File: config.mk
export PLATFORM = sky130hd
export DESIGN_NAME = stall_prevention_ctrl
export DESIGN_NICKNAME = d
export VERILOG_FILES = /design/src/rtl/stall_prev_pkg.sv /design/src/rtl/stall_prevention_ctrl.sv
export SDC_FILE = /design/constraint.sdc
export NUM_CORES = 2
export LEC_CHECK = 0
export BUFFER_PORTS_ARGS = -buffer_cell sky130_fd_sc_hd__buf_2
export CORE_AREA = 4 4 382 384
export CTS_CLUSTER_DIAMETER = 40
export DETAILED_ROUTE_END_ITERATION = 10
export DIE_AREA = 0 0 386 388
export GPL_TIMING_DRIVEN = 0
export HOLD_SLACK_MARGIN = 0.08
export SLEW_MARGIN = 20
export SYNTH_ARGS = -nofsm -noshare
export SYNTH_HDL_FRONTEND = slang
export SYNTH_SLANG_ARGS = --single-unit
File: constraint.sdc
create_clock -name clock -period 7.4 [get_ports clock]
set_input_delay 1.11 -clock clock [delete_from_list [all_inputs] [get_ports clock]]
set_output_delay 1.11 -clock clock [all_outputs]
set_load 0.05 [all_outputs]
File: src/rtl/stall_prev_pkg.sv
/*
 * Shared types and constants for the stall prevention supervisor.
 * Assumes a 100 MHz control clock; all levels are integer units.
 */
package stall_prev_pkg;

    localparam int CLOCK_HZ = 100_000_000;
    localparam int TICK_US = 1000; // control tick period in us
    localparam int TICK_CYCLES = (CLOCK_HZ / 1_000_000) * TICK_US;
    localparam int RUN_RECOVER_MS = 100;
    localparam logic [15:0] RUN_RECOVER_TICKS =
        16'((RUN_RECOVER_MS * 1000) / TICK_US);

    localparam logic [7:0] PCT_ACCEL_REDUCE = 8'h55; // 85 percent
    localparam logic [7:0] PCT_LEVEL_MAX = 8'h96; // 150 percent
    localparam logic [7:0] PCT_RUN_MIN = 8'h1E; // 30 percent
    localparam logic [7:0] PCT_RUN_HYST = 8'h02; // 2 percent
    localparam logic [7:0] PCT_RUN_FLOOR = 8'h28; // 40 percent
    localparam logic [15:0] FREQ_RUN_MIN = 16'h003C; // 6.0 Hz, 0.1 Hz unit
    localparam logic [15:0] BUS_STALL_200 = 16'h0179; // 377 Vdc
    localparam logic [15:0] BUS_STALL_400 = 16'h02F2; // 754 Vdc
    localparam logic [15:0] RECOVERY_TIME_MAX = 16'hEA60; // 6000.0 s
    localparam logic [3:0] DECEL_MIN_DIV = 4'hA; // rate cap 10x

    typedef enum logic [1:0] {
        RAMP_NORMAL,
        RAMP_HOLD,
        RAMP_DECEL,
        RAMP_FAST
    } ramp_cmd_t;

    typedef enum logic [1:0] {
        DECEL_SEL_PER_TIME,
        DECEL_SEL_ONE,
        DECEL_SEL_TWO,
        DECEL_SEL_RECOVERY
    } decel_sel_t;

    typedef enum {
        ST_IDLE,
        ST_ACC_SLOW,
        ST_ACC_HOLD,
        ST_PM_HOLD,
        ST_PM_DECEL,
        ST_PM_WAIT,
        ST_RUN_DECEL,
        ST_RUN_WAIT
    } stall_state_t;

    typedef struct packed {
        logic [1:0] accel_stall_select;
        logic [7:0] accel_stall_level; // percent of rated current
        logic [7:0] accel_stall_floor; // percent of rated current
        logic [15:0] stall_recovery_decel_time; // 0.1 s unit
        logic [15:0] stall_detect_ticks;
        logic [2:0] decel_stall_select;
        logic [15:0] target_bus_level; // Vdc
        logic [1:0] run_stall_select;
        logic [7:0] run_stall_level; // percent
        logic run_level_auto_reduce;
        logic input_voltage_setting; // 0: 200 V class, 1: 400 V class
        logic [7:0] carrier_level_max; // percent, from derating select
        logic pm_open_loop_mode;
    } stall_cfg_t;

    typedef struct packed {
        logic accelerating;
        logic decelerating;
        logic at_speed;
        logic [15:0] out_freq; // 0.1 Hz unit
        logic [15:0] base_freq; // 0.1 Hz unit
        logic [7:0] out_current; // percent of rated current
        logic [15:0] bus_voltage; // Vdc
        logic [7:0] analog_gain; // percent scale of run level
    } stall_meas_t;

    typedef struct packed {
        ramp_cmd_t ramp_cmd;
        decel_sel_t decel_sel;
        logic [3:0] decel_rate_mult; // 1 = programmed rate
        logic bus_hold_trim; // 1: slow the decel, 0: speed up
        logic cfg_reject;
    } stall_out_t;

endpackage

File: src/rtl/stall_prevention_ctrl.sv
/*
 * Stall prevention supervisor: watches output current and bus voltage
 * and steers the frequency ramp generator through a ramp command.
 * Assumes measurements are synchronous to clock and already scaled.
 */
//
// Contract
// - accel select 0: no accel intervention, programmed accel time
// - V/f select 1: slow accel when current above 85% level for dwell
// - V/f: hold accel above level; resume after dwell below level
// - accel level reduced above base speed, not below floor
// - PM: hold, after dwell decel, stop under 85%, reaccel after dwell
// - recovery time zero: use selected decel time on stall
// - recovery time used only in PM mode with accel select 1
// - accel select 2: fastest accel keeping current under level
// - accel select 2 refused in PM mode
// - accel level in percent, capped 150% and carrier derating
// - decel select 0: plain decel, no bus action
// - decel select 1: pause decel while bus above stall level
// - bus stall level 377 V or 754 V by input voltage class
// - decel select 2: hold bus at target, time not under 1/10
// - decel select 4 and 5 refused in PM mode
// - decel select 5: trim decel to hold bus at target
// - run stall off at or below 6 Hz
// - run select 0: hold reference, no overcurrent action
// - run select 1: decel with time one when current over run level
// - reaccelerate after current under level minus 2% for 100 ms
// - run select 2: as 1 but decel time two
// - run level 30 to 150 percent, auto reduced above base speed
// - run level scaled by analog input
// - reduced run level not under 40% of programmed level
`timescale 1ns/10ps

module stall_prevention_ctrl #(
    parameter int TICK_DIV = stall_prev_pkg::TICK_CYCLES
) (
    input wire logic clock, // 100 MHz
    input wire logic reset_n, // async, active low
    input wire stall_prev_pkg::stall_cfg_t cfg, // settings
    input wire stall_prev_pkg::stall_meas_t meas, // ramp and sensors
    output stall_prev_pkg::stall_out_t ctrl, // ramp steering
    output logic stall_active // ramp command not normal, or bus hold trim on
);

    typedef struct packed {
        logic [31:0] div;
        logic tick;
        stall_prev_pkg::stall_state_t st;
        logic [15:0] dwell;
        stall_prev_pkg::stall_out_t out;
        logic active;
    } state_t;

    state_t s_q, s_d;

    // clamp to a ceiling
    function automatic logic [7:0] clamp8(input logic [7:0] v,
                                          input logic [7:0] hi);
        clamp8 = (v > hi) ? hi : v;
    endfunction

    // level * base / freq above base speed, never under floor
    function automatic logic [7:0] fade_level(input logic [7:0] lvl,
                                              input logic [7:0] floor_v,
                                              input logic [15:0] f,
                                              input logic [15:0] fb);
        logic [23:0] prod;
        logic [23:0] red;
        prod = 24'(lvl) * 24'(fb);
        red = (f > fb && f != 16'h0000) ? prod / 24'(f) : 24'(lvl);
        if (red < 24'(floor_v))
            fade_level = floor_v;
        else
            fade_level = red[7:0];
    endfunction

    logic [7:0] acc_cap, acc_lvl, acc_85, run_base, run_lvl, run_hyst;
    logic [15:0] bus_stall;
    logic [15:0] run_scaled;
    logic acc_sel_ok, dec_sel_ok;

    always_comb begin
        acc_cap = clamp8(cfg.carrier_level_max,
                         stall_prev_pkg::PCT_LEVEL_MAX);
        acc_lvl = fade_level(clamp8(cfg.accel_stall_level, acc_cap),
                             cfg.accel_stall_floor, meas.out_freq,
                             meas.base_freq);
        acc_85 = 8'((16'(acc_lvl) * 16'(stall_prev_pkg::PCT_ACCEL_REDUCE))
                 / 16'h0064);
        run_base = clamp8(cfg.run_stall_level, acc_cap);
        if (run_base < stall_prev_pkg::PCT_RUN_MIN)
            run_base = stall_prev_pkg::PCT_RUN_MIN;
        run_scaled = (16'(run_base) * 16'(meas.analog_gain)) / 16'h0064;
        run_lvl = clamp8(run_scaled[7:0] | {8{|run_scaled[15:8]}},
                         acc_cap);
        if (cfg.run_level_auto_reduce)
            run_lvl = fade_level(run_lvl,
                8'((16'(run_lvl) * 16'(stall_prev_pkg::PCT_RUN_FLOOR))
                   / 16'h0064),
                meas.out_freq, meas.base_freq);
        run_hyst = (run_lvl > stall_prev_pkg::PCT_RUN_HYST) ?
                   run_lvl - stall_prev_pkg::PCT_RUN_HYST : 8'h00;
        bus_stall = cfg.input_voltage_setting ?
                    stall_prev_pkg::BUS_STALL_400 :
                    stall_prev_pkg::BUS_STALL_200;
        acc_sel_ok = !(cfg.pm_open_loop_mode
                       && cfg.accel_stall_select == 2'h2);
        dec_sel_ok = !(cfg.pm_open_loop_mode
                       && (cfg.decel_stall_select == 3'h4
                           || cfg.decel_stall_select == 3'h5));
    end

    logic acc_sel1, recov_ok, run_sel, run_ok;
    assign acc_sel1 = cfg.accel_stall_select == 2'h1;
    // recovery time only counts in PM with select 1, and only if nonzero
    assign recov_ok = cfg.pm_open_loop_mode && acc_sel1
        && cfg.stall_recovery_decel_time != 16'h0000;
    assign run_sel = cfg.run_stall_select == 2'h1
                     || cfg.run_stall_select == 2'h2;
    assign run_ok = run_sel && meas.at_speed
                    && meas.out_freq > stall_prev_pkg::FREQ_RUN_MIN;

    always_comb begin
        logic dwell_done;
        logic cond;
        s_d = s_q;
        dwell_done = s_q.dwell >= cfg.stall_detect_ticks;
        cond = 1'b0;
        if (s_q.div >= TICK_DIV - 1) begin
            s_d.div = '0;
            s_d.tick = 1'b1;
        end else begin
            s_d.div = s_q.div + 32'h1;
            s_d.tick = 1'b0;
        end
        s_d.out.ramp_cmd = stall_prev_pkg::RAMP_NORMAL;
        s_d.out.decel_sel = stall_prev_pkg::DECEL_SEL_PER_TIME;
        s_d.out.decel_rate_mult = 4'h1;
        s_d.out.bus_hold_trim = 1'b0;
        s_d.out.cfg_reject = !acc_sel_ok || !dec_sel_ok;
        unique case (s_q.st)
            stall_prev_pkg::ST_IDLE: begin
                if (meas.accelerating && acc_sel_ok && acc_sel1) begin
                    if (!cfg.pm_open_loop_mode) begin
                        cond = meas.out_current > acc_85;
                        if (meas.out_current > acc_lvl)
                            s_d.st = stall_prev_pkg::ST_ACC_HOLD;
                        else if (cond && dwell_done)
                            s_d.st = stall_prev_pkg::ST_ACC_SLOW;
                    end else if (meas.out_current >= acc_lvl) begin
                        s_d.st = stall_prev_pkg::ST_PM_HOLD;
                    end
                end else if (meas.accelerating && acc_sel_ok
                             && cfg.accel_stall_select == 2'h2) begin
                    // fastest ramp unless at the level
                    s_d.out.ramp_cmd = (meas.out_current >= acc_lvl) ?
                        stall_prev_pkg::RAMP_HOLD :
                        stall_prev_pkg::RAMP_FAST;
                end else if (meas.decelerating && dec_sel_ok) begin
                    unique case (cfg.decel_stall_select)
                        3'h1: if (meas.bus_voltage > bus_stall)
                            s_d.out.ramp_cmd =
                                stall_prev_pkg::RAMP_HOLD;
                        3'h2: begin
                            // speed up to 10x while under target
                            s_d.out.decel_rate_mult =
                                (meas.bus_voltage < cfg.target_bus_level) ?
                                stall_prev_pkg::DECEL_MIN_DIV : 4'h1;
                            if (meas.bus_voltage > cfg.target_bus_level)
                                s_d.out.ramp_cmd = stall_prev_pkg::RAMP_HOLD;
                        end
                        3'h5: s_d.out.bus_hold_trim =
                            meas.bus_voltage > cfg.target_bus_level;
                        default: ; // 0 and 4 leave the ramp alone
                    endcase
                end else if (run_ok
                             && meas.out_current > run_lvl) begin
                    s_d.st = stall_prev_pkg::ST_RUN_DECEL;
                end
                // select 0 falls through with RAMP_NORMAL
            end
            stall_prev_pkg::ST_ACC_SLOW: begin
                s_d.out.ramp_cmd = stall_prev_pkg::RAMP_DECEL;
                s_d.out.decel_rate_mult = 4'h0; // half rate marker
                if (meas.out_current > acc_lvl)
                    s_d.st = stall_prev_pkg::ST_ACC_HOLD;
                else if (!meas.accelerating
                         || meas.out_current <= acc_85)
                    s_d.st = stall_prev_pkg::ST_IDLE;
            end
            stall_prev_pkg::ST_ACC_HOLD: begin
                s_d.out.ramp_cmd = stall_prev_pkg::RAMP_HOLD;
                cond = meas.out_current < acc_lvl;
                if (!meas.accelerating || (cond && dwell_done))
                    s_d.st = stall_prev_pkg::ST_IDLE;
            end
            stall_prev_pkg::ST_PM_HOLD: begin
                s_d.out.ramp_cmd = stall_prev_pkg::RAMP_HOLD;
                cond = 1'b1;
                if (dwell_done)
                    s_d.st = stall_prev_pkg::ST_PM_DECEL;
            end
            stall_prev_pkg::ST_PM_DECEL: begin
                s_d.out.ramp_cmd = stall_prev_pkg::RAMP_DECEL;
                s_d.out.decel_sel = recov_ok ?
                    stall_prev_pkg::DECEL_SEL_RECOVERY :
                    stall_prev_pkg::DECEL_SEL_PER_TIME;
                if (meas.out_current < acc_85)
                    s_d.st = stall_prev_pkg::ST_PM_WAIT;
            end
            stall_prev_pkg::ST_PM_WAIT: begin
                s_d.out.ramp_cmd = stall_prev_pkg::RAMP_HOLD;
                cond = 1'b1;
                if (dwell_done)
                    s_d.st = stall_prev_pkg::ST_IDLE;
            end
            stall_prev_pkg::ST_RUN_DECEL: begin
                s_d.out.ramp_cmd = stall_prev_pkg::RAMP_DECEL;
                s_d.out.decel_sel =
                    (cfg.run_stall_select == 2'h2) ?
                    stall_prev_pkg::DECEL_SEL_TWO :
                    stall_prev_pkg::DECEL_SEL_ONE;
                cond = meas.out_current < run_hyst;
                if (!run_sel || meas.out_freq <=
                    stall_prev_pkg::FREQ_RUN_MIN)
                    s_d.st = stall_prev_pkg::ST_IDLE;
                else if (cond)
                    s_d.st = stall_prev_pkg::ST_RUN_WAIT;
            end
            stall_prev_pkg::ST_RUN_WAIT: begin
                s_d.out.ramp_cmd = stall_prev_pkg::RAMP_HOLD;
                cond = meas.out_current < run_hyst;
                if (!cond)
                    s_d.st = stall_prev_pkg::ST_RUN_DECEL;
                else if (s_q.dwell >= stall_prev_pkg::RUN_RECOVER_TICKS)
                    s_d.st = stall_prev_pkg::ST_IDLE;
            end
        endcase
        // dwell restarts on state change or false condition
        if (s_d.st != s_q.st || !cond)
            s_d.dwell = '0;
        else if (s_q.tick && s_q.dwell != 16'hFFFF)
            s_d.dwell = s_q.dwell + 16'h1;
        s_d.active = s_d.out.ramp_cmd != stall_prev_pkg::RAMP_NORMAL
                     || s_d.out.bus_hold_trim;
    end

    always_ff @(posedge clock or negedge reset_n) begin
        if (!reset_n)
            s_q <= '0;
        else
            s_q <= s_d;
    end

    assign ctrl = s_q.out;
    assign stall_active = s_q.active;

    a_run_low_freq: assert property (
        @(posedge clock) disable iff (!reset_n)
        (s_q.st == stall_prev_pkg::ST_IDLE && !run_ok)
        |=> s_q.st != stall_prev_pkg::ST_RUN_DECEL)
        else $error("run stall entered while not allowed");
    a_pm_no_fast: assert property (
        @(posedge clock) disable iff (!reset_n)
        (cfg.pm_open_loop_mode && cfg.accel_stall_select == 2'h2)
        |=> ctrl.ramp_cmd != stall_prev_pkg::RAMP_FAST)
        else $error("fast accel in pm mode");
    a_dec_pause: assert property (
        @(posedge clock) disable iff (!reset_n)
        (s_q.st == stall_prev_pkg::ST_IDLE && !meas.accelerating
         && meas.decelerating && cfg.decel_stall_select == 3'h1
         && !cfg.pm_open_loop_mode && meas.bus_voltage > bus_stall)
        |=> ctrl.ramp_cmd == stall_prev_pkg::RAMP_HOLD)
        else $error("decel not paused on high bus");
    a_run_decel_sel: assert property (
        @(posedge clock) disable iff (!reset_n)
        (s_q.st == stall_prev_pkg::ST_RUN_DECEL
         && cfg.run_stall_select == 2'h2 && $stable(cfg.run_stall_select))
        |-> ##1 ctrl.decel_sel == stall_prev_pkg::DECEL_SEL_TWO)
        else $error("run stall used wrong decel time");
    a_recov_gate: assert property (
        @(posedge clock) disable iff (!reset_n)
        ctrl.decel_sel == stall_prev_pkg::DECEL_SEL_RECOVERY
        |-> $past(recov_ok))
        else $error("recovery decel used outside pm select 1");
    a_run_recover: assert property (
        @(posedge clock) disable iff (!reset_n)
        (s_q.st == stall_prev_pkg::ST_RUN_WAIT
         && s_d.st == stall_prev_pkg::ST_IDLE)
        |-> s_q.dwell >= stall_prev_pkg::RUN_RECOVER_TICKS)
        else $error("run recovery too early");
    a_acc_hold: assert property (
        @(posedge clock) disable iff (!reset_n)
        s_q.st == stall_prev_pkg::ST_ACC_HOLD && s_d.st == s_q.st
        |=> ctrl.ramp_cmd == stall_prev_pkg::RAMP_HOLD)
        else $error("accel not held above level");
    a_dwell_reset: assert property (
        @(posedge clock) disable iff (!reset_n)
        $changed(s_q.st) |-> s_q.dwell == 16'h0000)
        else $error("dwell not restarted");
    a_accel_off: assert property (
        @(posedge clock) disable iff (!reset_n)
        (s_q.st == stall_prev_pkg::ST_IDLE && cfg.accel_stall_select == 2'h0
         && meas.accelerating && !meas.decelerating)
        |=> ctrl.ramp_cmd == stall_prev_pkg::RAMP_NORMAL
            && (s_q.st == stall_prev_pkg::ST_IDLE
                || s_q.st == stall_prev_pkg::ST_RUN_DECEL))
        else $error("accel intervention with select 0");
    a_plain_decel: assert property (
        @(posedge clock) disable iff (!reset_n)
        (s_q.st == stall_prev_pkg::ST_IDLE && !meas.accelerating
         && meas.decelerating && cfg.decel_stall_select == 3'h0)
        |=> ctrl.ramp_cmd == stall_prev_pkg::RAMP_NORMAL
            && !ctrl.bus_hold_trim)
        else $error("bus action with decel select 0");
    a_bus_target: assert property (
        @(posedge clock) disable iff (!reset_n)
        (s_q.st == stall_prev_pkg::ST_IDLE && !meas.accelerating
         && meas.decelerating && cfg.decel_stall_select == 3'h2
         && meas.bus_voltage > cfg.target_bus_level)
        |=> ctrl.ramp_cmd == stall_prev_pkg::RAMP_HOLD
            && ctrl.decel_rate_mult == 4'h1)
        else $error("decel not held above target bus");
    a_cfg_refuse: assert property (
        @(posedge clock) disable iff (!reset_n)
        (cfg.pm_open_loop_mode && (cfg.decel_stall_select == 3'h4
                                   || cfg.decel_stall_select == 3'h5))
        |=> ctrl.cfg_reject)
        else $error("decel select 4 or 5 taken in pm mode");
    a_run_off: assert property (
        @(posedge clock) disable iff (!reset_n)
        (s_q.st == stall_prev_pkg::ST_IDLE && cfg.run_stall_select == 2'h0)
        |=> s_q.st != stall_prev_pkg::ST_RUN_DECEL)
        else $error("run stall entered with select 0");

endmodule // stall_prevention_ctrl

---- Word level (Yosys, flattened, before mapping) ----
Cells that the tools add are included.
storage, ports and cells
  flip-flop bits (word level) ............. 92
  word-level logic and storage cells ...... 160
  input bits .............................. 159
  output and inout bits ................... 11
operators by class
  equality and inequality tests ........... 17
  div/mod/pow operators ................... 5
  order comparisons ....................... 25
  multiply operators ...................... 5
  reduce and logical (&&, ||, !) cells .... 38
  mux-type cells .......................... 56
  $add $sub $neg .......................... 3
  bitwise logic cells ..................... 1
operators with widths
  kind                     count
  $mux W32                 18
  $pmux W32 S8             1
  $eq A32 B3 Y1 const B    4
  $mux W8                  9
  $eq A32 B2 Y1 const B    2
  $div A24 B16 Y24         2
  $gt A8 B8 Y1             6
  $lt A24 B8 Y1            2
  $mul A8 B16 Y24          2
  $mux W24                 2
  $mux W33                 1
  $add A32 B1 Y32 const B  1
  $eq A32 B1 Y1 const B    1
  $ge A32 B17 Y1 const B   1
  $gt A16 B16 Y1           2
  $logic_not A32 Y1        1
  $mux W16                 2
  $ne A32 B32 Y1           1
  $reduce_bool A16 Y1      2
  $lt A8 B8 Y1             3
  $add A16 B1 Y16 const B  1
  $div A14 B7 Y16 const B  1
  $div A15 B7 Y16 const B  1
  $div A16 B7 Y16 const B  1
  39 further kinds         83

---- Logic depth before layout (Yosys ltp) ----
  word-level depth ........................ 28
  depth in mapped cells ................... 489
  depth with buffers taken out ............ 454

---- Worst setup path before layout ----
No wires, ideal clock.
  kind .................................... in2reg
  start ................................... input cfg[1] (netlist name)
  end ..................................... register s_q[12] (netlist name)
  setup time .............................. 0.069 ns
  stages on the path ...................... 469
  arrival time ............................ 89.913 ns
  path slack .............................. -82.582 ns
  path through ............................ a31oi_1 nor2b_1 o31ai_1 and2_1 ha_1 nand2_1 nand2_1 o21ai_0 maj3_1 a21oi_1 o21ai_0 o41a_1 clkbuf_1 mux2i_1 clkbuf_1 nor2_1 fa_1 fa_1 (+433 left out) ha_1 nor2b_1 o21ai_0 nand2b_1 a21oi_1 o21ai_0 o21ai_0 or2_2 nand2_1 a21oi_1 a221o_1 a22o_1 a311oi_1 o311ai_0 a221oi_2 o311ai_2 buf_6 nor2_2
between the ends
  longest elaborated chain between the ends .. 28
  elaborated cells between the ends (all ways) .. 69
  classes of those cells .................. 1 x add/sub; 5 x mul; 5 x div; 16 x order compare; 1 x eq/ne; 31 x mux; 1 x bitwise; 9 x reduce/logical
ends and longest elaborated chain
  item                                                      line                          RTL
  start: declaration                                        stall_prevention_ctrl.sv:39   input wire stall_prev_pkg::stall_cfg_t cfg,
  $gt A8 B8 Y1                                              stall_prevention_ctrl.sv:59   clamp8 = (v > hi) ? hi : v;
  $mux W8 *                                                 stall_prevention_ctrl.sv:59
  branches (longest 24 deep; another with $mul A8 B16 Y24)  -
  $logic_or A1 B1 Y1 *                                      stall_prevention_ctrl.sv:240  if (s_d.st != s_q.st || !cond)
  $mux W16 / $reduce_bool A2 Y1 (equally long branches)     -
  end signal: assignment                                    stall_prevention_ctrl.sv:250  s_q <= '0;
  end signal: assignment                                    stall_prevention_ctrl.sv:252  s_q <= s_d;
  end: declaration                                          stall_prevention_ctrl.sv:54   state_t s_q, s_d;
Every way passes the cells marked *.
A chain may end at the register's enable or synchronous reset.

---- Final worst setup path ----
  start ................................... input cfg[3] (netlist name)
  end ..................................... register s_q[11] (netlist name)
The elaborated chain is that of the path after synthesis.

==> results.md <==
- Status: complete, but fails checks
- Failing checks: negative setup slack
- Sequential cell area: around 0.0023 mm²
- Cells after Synth: ~6,800
- Max FO, Critical Path: 10
- Synth Cell Area: 0.0496 mm²
- Worst-path clk slew: 0.07 ns
- Area after DPL: about 0.054 mm²
- Required @ worst endpoint: 7.67 ns
- CP startpoint kind: input port
- Placer congestion estimate: a little over 0.9
- Min Tclk post-route: 84.49 ns
- CP dominant cell by count: o21a_1
- Max Slew Vio Count: 0
- Setup violators final: 50
- PortBufs: between 150 and 200
- Initial antenna violation count: 14
- Residual DRC: 0
- Starting density of the core: 34.7%
- Layout Nets: 8,554
- Slowest cell on crit path: fa_1
- Flops & latches, synth: 90
- CP max stage delay: about 0.59 ns
- Num rows: about 140
- Io pins: between 150 and 200
- Final Hold Vio Count: 0
- GR Util All Layers: approximately a fifth
- Antenna-violating nets left: 0
- Layout cells sized above 1: 20.0%
- Gr ovfl total: 0
- Die area: roughly 0.15 mm²
- Delay-heaviest family, CP: compound AO/OA/AOI/OAI gates
- Setup tns final: -3791.13 ns
- CTS root buf: clkbuf_16
- Vias in the first global route: around 50,000
- DR vias: roughly 53,000
- Die height: 388 µm
- Top_reg_cell synth: dfrtp_1
- CTS tree: yes
- Die width: 386 µm
- Footprint of the multi-input gates: between 0.04 and 0.05 mm²
- GR Util met1: between 20% and 30%
- Core Util, Final: roughly 43%
- Relative slew margins: 21.3%
- Largest net degree at the start of global routing: 54
- Global routing usage on met2: roughly a third
- Max Clk Rate: 0.0118 GHz
- Critical path class: in2reg
- Core ar.: approximately 0.14 mm²
- DRT Pass-1 Iters: 8
- Routed WL: 170,000 µm
- Sink Count: 90
- H-tree depth: 3
- Fill count: 14,399
- Placed wire-length estimate: 134,000 µm
- Pin slew with the least headroom to its limit: between 1 and 1.5 ns
- Drt first-iter violations: roughly 3,400
- Critical path arrival: roughly 85 ns
- Syn avg cell area: about 7.3 µm²
- Design Area, Final: 0.0607 mm²
- Clock latency on the worst-skew pair: ~0.34 ns
- Total CTS buffers: 9
- Wire length of the first global-routing pass: roughly 260,000 µm
- Final setup margin: -77.09 ns
- Hold Buf Count CTS: 0
- Synth cell types: 123
- Crit end category: register
- CTS max path bufs: 2
- Synth Warn #: 0
- Hold Path Class: reg2reg
- Buf+Inv Stages, Crit Path: 48
- Final setup skew: 0.00824 ns
- Async SR Flop Fraction: 100%
- Global-route layer with the greatest usage: met2
- EDFF count, synth: 0
- Layout area overhead: 22.5%
- Max-Cap Viols: 0
- Tcrit/Tclk final: 1140%
- RSZ-0062 raised after global routing: yes
- DR WL/cell: between 15 and 20 µm
- GR Util met3: ~1.6%
- Sequential share of the synthesized area: under 10%
- Vias per std cell: 5.73
-- metal layers --
metal,share of wire (%),routed length [µm],up-vias
li1,-,-,25994
met1,46,78200,25524
met2,46,78100,1391
met3,4.6,7890,236
met4,3.7,6240,4
met5,0.012,21,-
-- stage by stage --
stage          instances  worst slack, ns  hold WS, ns
2_1_floorplan       6775           -72.45        0.448
3_3_place_gp        8834           -90.64        0.470
3_5_place_dp        8848           -91.22        0.476
4_1_cts             8999           -77.14        0.485
5_1_grt             9267           -81.09        0.517
6_report            9269           -77.09        0.483
-- registers in the layout, summed over array words and instances (netlist names) --
register and flops:
s_q 81, ctrl 8, stall_active 1
-- cells by family after synthesis --
kind of cell    Yosys count  share of synthesized area (%)
fa+ha+maj              1047                           29.6
compound gates         2004                           27.8
simple gates           2540                           24.8
flops                    90                           4.54
xor+xnor                244                           4.34
other cells               1                        0.00757
mux                     168                           3.69
buf+inv                 666                           5.16
-- final timing paths --
kind,startpoint,slack (ns),cells past startpoint,endpoint
worst max-delay path,cfg[3],-77.09,468,s_q[11]
worst max register to register,s_q[11],2.01,34,s_q[11]
worst min-delay path,s_q[60],0.48,1,s_q[60]
max in group asynchronous,reset_n,6.01,2,s_q[91]
worst min register to register,s_q[60],0.48,1,s_q[60]
min in group asynchronous,reset_n,0.74,1,s_q[20]
-- timing repair --
item / 4_1_cts / 5_1_grt
resized for setup: 284 / 411
buffers inserted: 143 / 268
setup endpoints to repair: 50 / 50
pin swaps: 99 / 340
gates cloned: 3 / 1
-- cell usage after synthesis, drive strengths merged, types with 107 or more instances --
library cell | count | area share [%]
o31ai | 168 | 2.6
a21o | 156 | 2.4
nand2b | 107 | 1.4
o21ai | 379 | 3.9
clkbuf | 154 | 1.2
nor2 | 689 | 5.3
inv | 473 | 3.6
a21oi | 367 | 3.8
nor3 | 374 | 3.8
o21a | 352 | 5.3
ha | 827 | 21
xnor2 | 163 | 2.9
mux2 | 112 | 2.6
nand3 | 128 | 1.3
nand2 | 606 | 4.6
fa | 213 | 8.6
and2 | 142 | 1.8
-- layout make-up --
cell class                      instances  area share, %
Antenna cell                            7         0.0288
Buffer                                167           2.14
Clock buffer                           10          0.394
Clock inverter                          5          0.144
Inverter                              484           3.05
Multi-Input combinational cell       6019           79.4
Sequential cell                        90           3.71
Tap cell                             1903           3.92
Timing Repair Buffer                  584           7.21
-- cell usage in the layout, fill, tap and decap left out, drive strengths merged, types with 90 or more instances in the layout --
cell,count
a21o,156
a21oi,367
and2,142
buf,650
clkbuf,111
dfrtp,90
fa,213
ha,827
inv,472
mux2,112
nand2,606
nand2b,107
nand3,128
nor2,689
nor2b,100
nor3,374
o21a,352
o21ai,379
o31ai,168
xnor2,163
Power is not shown: default switching activity piles up to over one toggle a cycle in this logic, so the estimate is an artifact.
